`src/verilog/ffr_defs.vh`:
```
// constants for the fault enable and flag register bank
// included by ffr_fault_regs.v; definitions only
`ifndef FFR_DEFS_VH
`define FFR_DEFS_VH

// ----------------------------------------------------------------------
// register offsets
// ----------------------------------------------------------------------
`define FFR_ADDR_UNLOCK 6'h01
`define FFR_ADDR_CONFIG 6'h02
`define FFR_ADDR_PIN_LO 6'h04
`define FFR_ADDR_PIN_HI 6'h05
`define FFR_ADDR_SD_LO 6'h06
`define FFR_ADDR_SD_HI 6'h07
`define FFR_ADDR_FLAGS 6'h08

// ----------------------------------------------------------------------
// field positions
// ----------------------------------------------------------------------
`define FFR_CFG_STICKY_BIT 7
`define FFR_BIT_MOTOR_OC 7
`define FFR_BIT_REG_OC 6
`define FFR_BIT_REG_OV 5
`define FFR_BIT_CORE_OV 4
`define FFR_BIT_PUMP_OV 3
`define FFR_BIT_PUMP_UV 2
`define FFR_BIT_BATT_OV 1
`define FFR_BIT_BATT_UV 0

// ----------------------------------------------------------------------
// reset values
// ----------------------------------------------------------------------
`define FFR_RST_MASK_LO 8'hFF
`define FFR_RST_MASK_HI 1'h1
`define FFR_RST_FLAGS 8'h00
`define FFR_RST_STICKY 1'h0
`define FFR_RST_UNLOCK 4'h0

// ----------------------------------------------------------------------
// unlock key sequence
// ----------------------------------------------------------------------
`define FFR_KEY_FIRST 4'h5
`define FFR_KEY_SECOND 4'h8
`define FFR_KEY_THIRD 4'h7
`define FFR_KEY_LOCK 4'h0

`endif

```
`src/verilog/ffr_fault_regs.v`:
```
// fault pin / driver shutdown enable masks and the supply fault flag register
// assumes a decoded register access port from the serial front end on CLK_SYS,
// and raw fault condition levels from analog detectors (asynchronous)
//
// Overview of operation
// - eight fault pin enable bits at 0x04, one per supply flag, reset to one
// - a set flag with pin enable clear does not pull the fault pin low
// - a set flag with pin enable set drives the fault pin low
// - overtemp pin enable is bit 0 at 0x05, resets one, bits 7:1 read zero
// - eight driver shutdown enable bits at 0x06 matching flag positions, reset one
// - a set flag with shutdown enable set turns off all gate drivers
// - a set flag with shutdown enable clear leaves the gate drivers running
// - overtemp shutdown enable is bit 0 at 0x07, resets one, bits 7:1 read zero
// - flag register 0x08 resets zero, bits motor oc down to battery uv
// - in sticky mode an event sets its flag, which holds until cleared
// - in sticky mode writing one clears a flag, writing zero leaves it
// - in live mode flags show present conditions and writes do nothing
// - sticky mode select is bit 7 of config 0x02, reset zero
// - masks writable only when unlocked by keys 5, 8, 7; key 0 relocks
// - reserved bits read zero and ignore writes
`timescale 1ns/1ps
`default_nettype none
`include "ffr_defs.vh"

module ffr_fault_regs #(
    parameter NUM_SUPPLY = 8
) (
    input wire CLK_SYS,
    input wire RST,
    input wire REG_WR,
    input wire REG_RD,
    input wire [5:0] REG_ADDR,
    input wire [7:0] REG_WDATA,
    output reg [7:0] REG_RDATA,
    output reg REG_RVALID,
    input wire [NUM_SUPPLY-1:0] SUPPLY_FAULT_COND,
    input wire OVERTEMP_COND,
    output reg FAULT_N,
    output reg DRIVER_DISABLE,
    output reg UNLOCKED
);

    // ------------------------------------------------------------------
    // unlock sequencer states
    // ------------------------------------------------------------------
    localparam [1:0] ST_LOCKED = 2'h0;
    localparam [1:0] ST_KEY1 = 2'h1;
    localparam [1:0] ST_KEY2 = 2'h2;
    localparam [1:0] ST_OPEN = 2'h3;

    reg [NUM_SUPPLY-1:0] cond_meta_reg;
    reg [NUM_SUPPLY-1:0] cond_sync_reg;
    reg ot_meta_reg;
    reg ot_sync_reg;
    reg [NUM_SUPPLY-1:0] pin_mask_lo_reg;
    reg pin_mask_hi_reg;
    reg [NUM_SUPPLY-1:0] sd_mask_lo_reg;
    reg sd_mask_hi_reg;
    reg [NUM_SUPPLY-1:0] flags_reg;
    reg [NUM_SUPPLY-1:0] flags_next;
    reg sticky_reg;
    reg [3:0] unlock_val_reg;
    reg [1:0] lock_state_reg;
    reg [1:0] lock_state_next;
    reg [7:0] rdata_next;

    // address decode shared by the write qualifiers
    function addr_hit;
        input [5:0] addr;
        input [5:0] target;
        begin
            addr_hit = (addr == target);
        end
    endfunction

    // only the low nibble of a key write is compared; upper bits are ignored
    function key_match;
        input [7:0] data;
        input [3:0] key;
        begin
            key_match = (data[3:0] == key);
        end
    endfunction

    // write qualifiers; mask writes need the open state, flag clears do not
    wire wr_unlock = REG_WR && addr_hit(REG_ADDR, `FFR_ADDR_UNLOCK);
    wire wr_open = REG_WR && (lock_state_reg == ST_OPEN);
    wire wr_flags = REG_WR && addr_hit(REG_ADDR, `FFR_ADDR_FLAGS);
    wire [NUM_SUPPLY:0] all_flags = {ot_sync_reg, flags_reg};
    wire [NUM_SUPPLY:0] pin_en = {pin_mask_hi_reg, pin_mask_lo_reg};
    wire [NUM_SUPPLY:0] sd_en = {sd_mask_hi_reg, sd_mask_lo_reg};

    // widen a one-bit enable to a byte with reserved bits zero
    function [7:0] low_bit_only;
        input b;
        begin
            low_bit_only = {7'h00, b};
        end
    endfunction

    // ------------------------------------------------------------------
    // condition synchronisers
    // ------------------------------------------------------------------
    // detector outputs are asynchronous, so two stages before any logic
    always @(posedge CLK_SYS) begin
        if (RST) begin
            cond_meta_reg <= {NUM_SUPPLY{1'b0}};
            cond_sync_reg <= {NUM_SUPPLY{1'b0}};
            ot_meta_reg <= 1'b0;
            ot_sync_reg <= 1'b0;
        end else begin
            cond_meta_reg <= SUPPLY_FAULT_COND;
            cond_sync_reg <= cond_meta_reg;
            ot_meta_reg <= OVERTEMP_COND;
            ot_sync_reg <= ot_meta_reg;
        end
    end

    // ------------------------------------------------------------------
    // unlock key sequencer
    // ------------------------------------------------------------------
    // a wrong key mid sequence restarts it; once open only key 0 relocks
    always @* begin
        lock_state_next = lock_state_reg;
        if (wr_unlock) begin
            case (lock_state_reg)
                ST_LOCKED: begin
                    if (key_match(REG_WDATA, `FFR_KEY_FIRST)) begin
                        lock_state_next = ST_KEY1;
                    end else begin
                        lock_state_next = ST_LOCKED;
                    end
                end
                ST_KEY1: begin
                    if (key_match(REG_WDATA, `FFR_KEY_SECOND)) begin
                        lock_state_next = ST_KEY2;
                    end else if (key_match(REG_WDATA, `FFR_KEY_FIRST)) begin
                        lock_state_next = ST_KEY1;
                    end else begin
                        lock_state_next = ST_LOCKED;
                    end
                end
                ST_KEY2: begin
                    if (key_match(REG_WDATA, `FFR_KEY_THIRD)) begin
                        lock_state_next = ST_OPEN;
                    end else if (key_match(REG_WDATA, `FFR_KEY_FIRST)) begin
                        lock_state_next = ST_KEY1;
                    end else begin
                        lock_state_next = ST_LOCKED;
                    end
                end
                ST_OPEN: begin
                    if (key_match(REG_WDATA, `FFR_KEY_LOCK)) begin
                        lock_state_next = ST_LOCKED;
                    end
                end
                default: begin
                    lock_state_next = ST_LOCKED;
                end
            endcase
        end
    end

    // the last key written is kept for read back, even a wrong one
    always @(posedge CLK_SYS) begin
        if (RST) begin
            lock_state_reg <= ST_LOCKED;
            unlock_val_reg <= `FFR_RST_UNLOCK;
        end else begin
            lock_state_reg <= lock_state_next;
            if (wr_unlock) begin
                unlock_val_reg <= REG_WDATA[3:0];
            end
        end
    end

    // ------------------------------------------------------------------
    // enable masks and configuration
    // ------------------------------------------------------------------
    // locked writes are dropped silently; reserved bits have no storage
    always @(posedge CLK_SYS) begin
        if (RST) begin
            pin_mask_lo_reg <= `FFR_RST_MASK_LO;
            pin_mask_hi_reg <= `FFR_RST_MASK_HI;
            sd_mask_lo_reg <= `FFR_RST_MASK_LO;
            sd_mask_hi_reg <= `FFR_RST_MASK_HI;
            sticky_reg <= `FFR_RST_STICKY;
        end else if (wr_open) begin
            case (REG_ADDR)
                `FFR_ADDR_PIN_LO: begin
                    pin_mask_lo_reg <= REG_WDATA[NUM_SUPPLY-1:0];
                end
                `FFR_ADDR_PIN_HI: begin
                    pin_mask_hi_reg <= REG_WDATA[0];
                end
                `FFR_ADDR_SD_LO: begin
                    sd_mask_lo_reg <= REG_WDATA[NUM_SUPPLY-1:0];
                end
                `FFR_ADDR_SD_HI: begin
                    sd_mask_hi_reg <= REG_WDATA[0];
                end
                `FFR_ADDR_CONFIG: begin
                    sticky_reg <= REG_WDATA[`FFR_CFG_STICKY_BIT];
                end
                default: begin
                    sticky_reg <= sticky_reg;
                end
            endcase
        end
    end

    // ------------------------------------------------------------------
    // supply fault flags
    // ------------------------------------------------------------------
    // a condition present in the clearing cycle wins, so no event is lost
    always @* begin
        if (sticky_reg) begin
            flags_next = flags_reg;
            if (wr_flags) begin
                flags_next = flags_reg & ~REG_WDATA[NUM_SUPPLY-1:0];
            end
            flags_next = flags_next | cond_sync_reg;
        end else begin
            flags_next = cond_sync_reg;
        end
    end

    // flag storage; in live mode it trails the synchroniser by one stage
    always @(posedge CLK_SYS) begin
        if (RST) begin
            flags_reg <= `FFR_RST_FLAGS;
        end else begin
            flags_reg <= flags_next;
        end
    end

    // ------------------------------------------------------------------
    // fault pin and gate driver shutdown
    // ------------------------------------------------------------------
    // registered so both outputs are glitch free at the pins
    always @(posedge CLK_SYS) begin
        if (RST) begin
            FAULT_N <= 1'b1;
            DRIVER_DISABLE <= 1'b0;
            UNLOCKED <= 1'b0;
        end else begin
            FAULT_N <= ~|(all_flags & pin_en);
            DRIVER_DISABLE <= |(all_flags & sd_en);
            UNLOCKED <= (lock_state_next == ST_OPEN);
        end
    end

    // ------------------------------------------------------------------
    // read back
    // ------------------------------------------------------------------
    // unmapped addresses and reserved bits fall through to zero
    always @* begin
        rdata_next = 8'h00;
        case (REG_ADDR)
            `FFR_ADDR_UNLOCK: begin
                rdata_next = {4'h0, unlock_val_reg};
            end
            `FFR_ADDR_CONFIG: begin
                rdata_next = {sticky_reg, 7'h00};
            end
            `FFR_ADDR_PIN_LO: begin
                rdata_next = pin_mask_lo_reg;
            end
            `FFR_ADDR_PIN_HI: begin
                rdata_next = low_bit_only(pin_mask_hi_reg);
            end
            `FFR_ADDR_SD_LO: begin
                rdata_next = sd_mask_lo_reg;
            end
            `FFR_ADDR_SD_HI: begin
                rdata_next = low_bit_only(sd_mask_hi_reg);
            end
            `FFR_ADDR_FLAGS: begin
                rdata_next = flags_reg;
            end
            default: begin
                rdata_next = 8'h00;
            end
        endcase
    end

    // data is held between reads so a slow host may pick it up late
    always @(posedge CLK_SYS) begin
        if (RST) begin
            REG_RDATA <= 8'h00;
            REG_RVALID <= 1'b0;
        end else begin
            REG_RVALID <= REG_RD;
            if (REG_RD) begin
                REG_RDATA <= rdata_next;
            end
        end
    end

endmodule
`default_nettype wire

```
`config.mk`:
```
export PLATFORM = sky130hd
export DESIGN_NAME = ffr_fault_regs
export DESIGN_NICKNAME = d
export VERILOG_FILES = /design/src/verilog/ffr_fault_regs.v
export VERILOG_INCLUDE_DIRS = /design/src /design/src/verilog
export SDC_FILE = /design/constraint.sdc
export NUM_CORES = 1
export LEC_CHECK = 0
export BUFFER_PORTS_ARGS = -buffer_cell sky130_fd_sc_hd__buf_2
export CAP_MARGIN = 20
export CELL_PAD_IN_SITES_DETAIL_PLACEMENT = 0
export CELL_PAD_IN_SITES_GLOBAL_PLACEMENT = 1
export CORE_UTILIZATION = 42
export DETAILED_ROUTE_END_ITERATION = 8
export GPL_ROUTABILITY_DRIVEN = 0
export PLACE_DENSITY_LB_ADDON = 0.1
export SYNTH_ARGS = -nofsm -noshare
export SYNTH_HDL_FRONTEND = slang
export SYNTH_SLANG_ARGS = --single-unit
```
`constraint.sdc`:
```
create_clock -name CLK_SYS -period 2.63 [get_ports CLK_SYS]
set_clock_uncertainty 0.1 [all_clocks]
set_input_delay 0.526 -clock CLK_SYS [delete_from_list [all_inputs] [get_ports CLK_SYS]]
set_output_delay 0.526 -clock CLK_SYS [all_outputs]
set_load 0.005 [all_outputs]
```
Yosys cells after proc, flatten, opt, wreduce, memory -nomap -nowiden
Index checks and enable logic that the tools add are counted.
W data, S select, Z words.
{"block": "classes", "n_bitwise": 5, "order_cmp": 0, "mux": 10, "mul": 0, "addsub": 0, "reduce_logical": 13, "n_shift": 0, "n_div": 0, "n_eq_ne": 14}
{"op": "$pmux W8 S7", "n": 1}
{"op": "$eq A6 B3 Y1 const B", "n": 4}
{"op": "$mux W8", "n": 3}
{"op": "$and A9 B9 Y9", "n": 2}
{"op": "$reduce_or A9 Y1", "n": 2}
{"op": "$reduce_and A2 Y1", "n": 5}
{"op": "$and A8 B8 Y8", "n": 1}
{"op": "$eq A4 B3 Y1 const B", "n": 2}
{"op": "$mux W2", "n": 4}
{"op": "$not A8 Y8", "n": 1}
{"op": "$or A8 B8 Y8", "n": 1}
{"op": "$pmux W2 S4", "n": 1}
{"op": "$eq A2 B2 Y1 const B", "n": 3}
{"op": "$eq A6 B1 Y1 const B", "n": 1}
{"op": "$eq A6 B2 Y1 const B", "n": 1}
{"op": "$eq A6 B4 Y1 const B", "n": 1}
{"op": "$eq A4 B4 Y1 const B", "n": 1}
{"op": "$logic_not A4 Y1", "n": 1}
{"op": "$logic_and A1 B1 Y1", "n": 3}
{"op": "$eq A2 B1 Y1 const B", "n": 1}
{"op": "$logic_not A2 Y1", "n": 1}
{"op": "$logic_not A1 Y1", "n": 1}
{"op": "$mux W1", "n": 1}
{"block": "totals", "inputBits": 27, "n_memories": 0, "ramBits": 0, "register_bits": 63, "mem_bits_ro": 0, "word_cells": 59, "latchBits": 0}

Depth between registers and ports, before layout
{"block": "depth", "depth_word": 6, "depth_mapped": 6}

Worst setup path after synthesis
OpenSTA, ideal clock, no wires.
{"block": "synth_timing", "kind": "input port to flip-flop", "start": "in REG_ADDR[5]", "end": "reg pin_mask_lo_reg[1]", "n_path_buf": 1, "stages": 5, "path_slack_ps": 405, "t_arrival_ps": 1995, "setup_time_ps": 129, "required_ps": 2401, "cell_sequence": "or4_1 -> buf_2 -> nor4_4 -> mux2i_1 -> nand2_1"}
{"block": "synth_between", "elab_chain_len": 2}
{"element": "start, declared", "line_no": "ffr_fault_regs.v:32", "source": "input wire [5:0] REG_ADDR,"}
{"element": "$eq A6 B3 Y1", "line_no": "ffr_fault_regs.v:189", "source": "case (REG_ADDR)"}
{"element": "$reduce_and A2 Y1 (no line)"}
{"element": "end signal, assigned", "line_no": "ffr_fault_regs.v:183", "source": "pin_mask_lo_reg <= `FFR_RST_MASK_LO;"}
{"element": "end signal, assigned", "line_no": "ffr_fault_regs.v:191", "source": "pin_mask_lo_reg <= REG_WDATA[NUM_SUPPLY-1:0];"}
{"element": "end, declared", "line_no": "ffr_fault_regs.v:55", "source": "reg [NUM_SUPPLY-1:0] pin_mask_lo_reg;"}
Every way passes these cells.
A chain may end at the register's enable or synchronous reset.

Worst setup path in the final report
{"block": "layout_timing", "start": "in REG_ADDR[3]", "end": "reg REG_RDATA[4]"}
{"block": "layout_between", "elab_chain_len": 2}
{"element": "$eq A6 B4 Y1, or another cell as far along", "line_no": "ffr_fault_regs.v:259", "source": "case (REG_ADDR)"}
{"element": "$pmux W8 S7 *", "line_no": "ffr_fault_regs.v:259"}
{"element": "end signal, assigned", "line_no": "ffr_fault_regs.v:295", "source": "REG_RDATA <= rdata_next;"}
{"element": "end, declared", "line_no": "ffr_fault_regs.v:34", "source": "output reg [7:0] REG_RDATA,"}
Mark *: on every way between the ends. The rest lies on a longest branch, timed or not.

==> impl_metrics.tcl <==
set metrics [dict create \
    placed_cell_area_um2 2860 \
    outcome "finished clean" \
    clkLatencyLatePin_ps 340 \
    row_count 28 \
    cp_data_arrival_time_ps 2180 \
    p_leak_nw 1.14 \
    worst_pin_slew_ps 479 \
    synth_seq_cells 63 \
    first_pass_iters 4 \
    max-slew-margin-rel 0.679 \
    drc 0 \
    slew_violations 0 \
    ys_types 41 \
    setup_viol 0 \
    synth_top_area_cell "dfxtp_1" \
    slowest_delay_ps 690 \
    clk_pin_slew_ps 70 \
    port_buffers 38 \
    syn_nets 303 \
    holdBufCountCts 0 \
    period_share 0.764 \
    die_y_um 80.2 \
    timing.fmax_mhz 498 \
    ir_drop_uv 419 \
    syn_inst 276 \
    clockBufferDepth 2 \
    htreeDepth 3 \
    fin_setup_tns_ps 0 \
    core_area_um2 5920 \
    dp_cells 381 \
    setup.worst_path.end_class "flop" \
    drtIter0Drc 129 \
    synth_area_um2 2570 \
    grtUsageTotal 0.215 \
    final_cell_area_um2 3060 \
    syn_area_per_cell_um2 9.31 \
    seq_area_frac_synth 0.491 \
    maxCapViolCount 0 \
    crit_slowest_cell "or4b_1" \
    synth_top_cell_area_share 0.491 \
    synth-edff-count 0 \
    synthTopCellsByArea "dfxtp_1 (49%), mux2i_1 (7.4%), nand2_1 (5.4%)" \
    finalCriticalPeriod_ps 2010 \
    grt_pass1_vias 2016 \
    clockRootBuffer "clkbuf_8" \
    hold_violations 0 \
    grt_pass1_wl_um 10200 \
    cts_made_buffers 9 \
    p_per_area_nw_per_um2 642 \
    cts_tree "done" \
    dieWidth_um 80.2 \
    via_per_inst 5.43 \
    syn_to_final_growth_pct 19.3 \
    critPathRequiredTime_ps 2800 \
    post_cts_buffers 0 \
    wl_um 6240 \
    num_vias 2157 \
    antenna_found_initial 0 \
    rsz0062_at_grt "false" \
    diodes 0 \
    instances_no_fill 397 \
    crit_type "in -> reg" \
    fin_nets 344 \
    n_fill_cell 571 \
    ys_async_sr_fraction 0 \
    hold_class "in -> reg" \
    dp_hpwl_um 4450 \
    drive_above_1_share 0.208 \
    critPathMaxFanout 14 \
    ant_nets 0 \
    num_io_pins 39 \
    setup_ws_ps 621 \
    cts_resized 0 \
    dieArea_um2 6430 \
    synthFlopType "dfxtp_1" \
    overflow 0 \
    start_util 0.434 \
    yosysWarnings 0 \
    routedWlPerCell_um 15.7 \
    worstPathCellList "buf_2, or4b_1, nor2_1, a22oi_1, o21ai_0" \
    cp-start-kind "input port" \
    total_power_mw 1.97 \
    pre_cts_ws_ps 249 \
    clock-sinks 63 \
    grt_start_max_net_pins 30 \
]
layer usage:
metal	vias to the layer above	share of wire	GRT usage
met5	-	0	0
met4	0	0.021	0.0893
met3	12	0.052	0.0568
met2	63	0.43	0.321
met1	999	0.50	0.292
li1	1083	-	-
layout by cell type (no fill, tap or decap), drive strengths merged, types with 5 or more instances in the layout:
cell    instances
dfxtp          63
buf            48
nand2          37
nor2b          22
mux2i          19
nor2           14
nand3          12
clkbuf         10
nand3b          9
a31oi           9
o21ai           8
a22oi           7
a21oi           6
nor3            6
a22o            5
a221oi          5
inv             5
cell type report:
cell class	instances	area [µm²]	share of cell area
Sequential cell	63	1260	0.412
Multi-Input combinational cell	192	1230	0.401
Timing Repair Buffer	48	265	0.0866
Clock buffer	10	138	0.0449
Tap cell	75	93.8	0.0306
Clock inverter	6	67.6	0.0220
Inverter	3	11.3	0.00367
where the power goes:
part | leakage, nW | internal, mW | switching [mW] | total [mW]
combinational | 0.532 | 0.0522 | 0.0713 | 0.124
clock | 0.0993 | 0.468 | 0.394 | 0.861
sequential | 0.514 | 0.974 | 0.00896 | 0.983
synth_stat cells (all sizes together), types with 2 or more instances:
master   n
nor4     4
a31oi    9
nand2   37
nor3b    2
o21ai    8
o311a    2
or4      2
a222oi   2
clkbuf  16
mux2i   19
nor3     6
nand3b   9
nand3   12
a221oi   5
a22oi    7
buf      2
inv      3
dfxtp   63
nor2    14
nand2b   4
a22o     5
nor2b   22
a21oi    6
o22ai    4
stage by stage:
stage,hold WS (ps),utilization
3_5_place_dp,326,0.483
5_1_grt,276,0.518
3_3_place_gp,318,0.483
6_report,285,0.518
2_1_floorplan,313,-
4_1_cts,277,0.518
kinds of logic (layout without fill, tap and decap cells):
group                  count (synthesis)  in the layout  synth area share
AO/OA/AOI/OAI                         56             56             0.155
buffers and inverters                 21             67            0.0312
flip-flops                            63             63             0.491
multiplexers                          20             20            0.0784
AND/OR/NAND/NOR                      116            116             0.244
critical path: cells and delay by family:
family | cells | cell delay (ps)
AO/OA/AOI/OAI | 2 | 340
buffers and inverters | 1 | 180
AND/OR/NAND/NOR | 2 | 1120
final timing paths:
kind | start | endpoint | slack [ps] | cells after the start
max | REG_ADDR[3] | REG_RDATA[4]$_SDFFE_PP0P_ | 620 | 5
min | SUPPLY_FAULT_COND[4] | cond_meta_reg[4]$_SDFF_PP0_ | 280 | 2
max reg2reg | lock_state_reg[0]$_SDFF_PP0_ | pin_mask_lo_reg[0]$_SDFFE_PP1P_ | 900 | 5
min reg2reg | cond_sync_reg[2]$_SDFF_PP0_ | flags_reg[2]$_SDFF_PP0_ | 340 | 2
No activity file was read; power rests on OpenSTA's default activity.
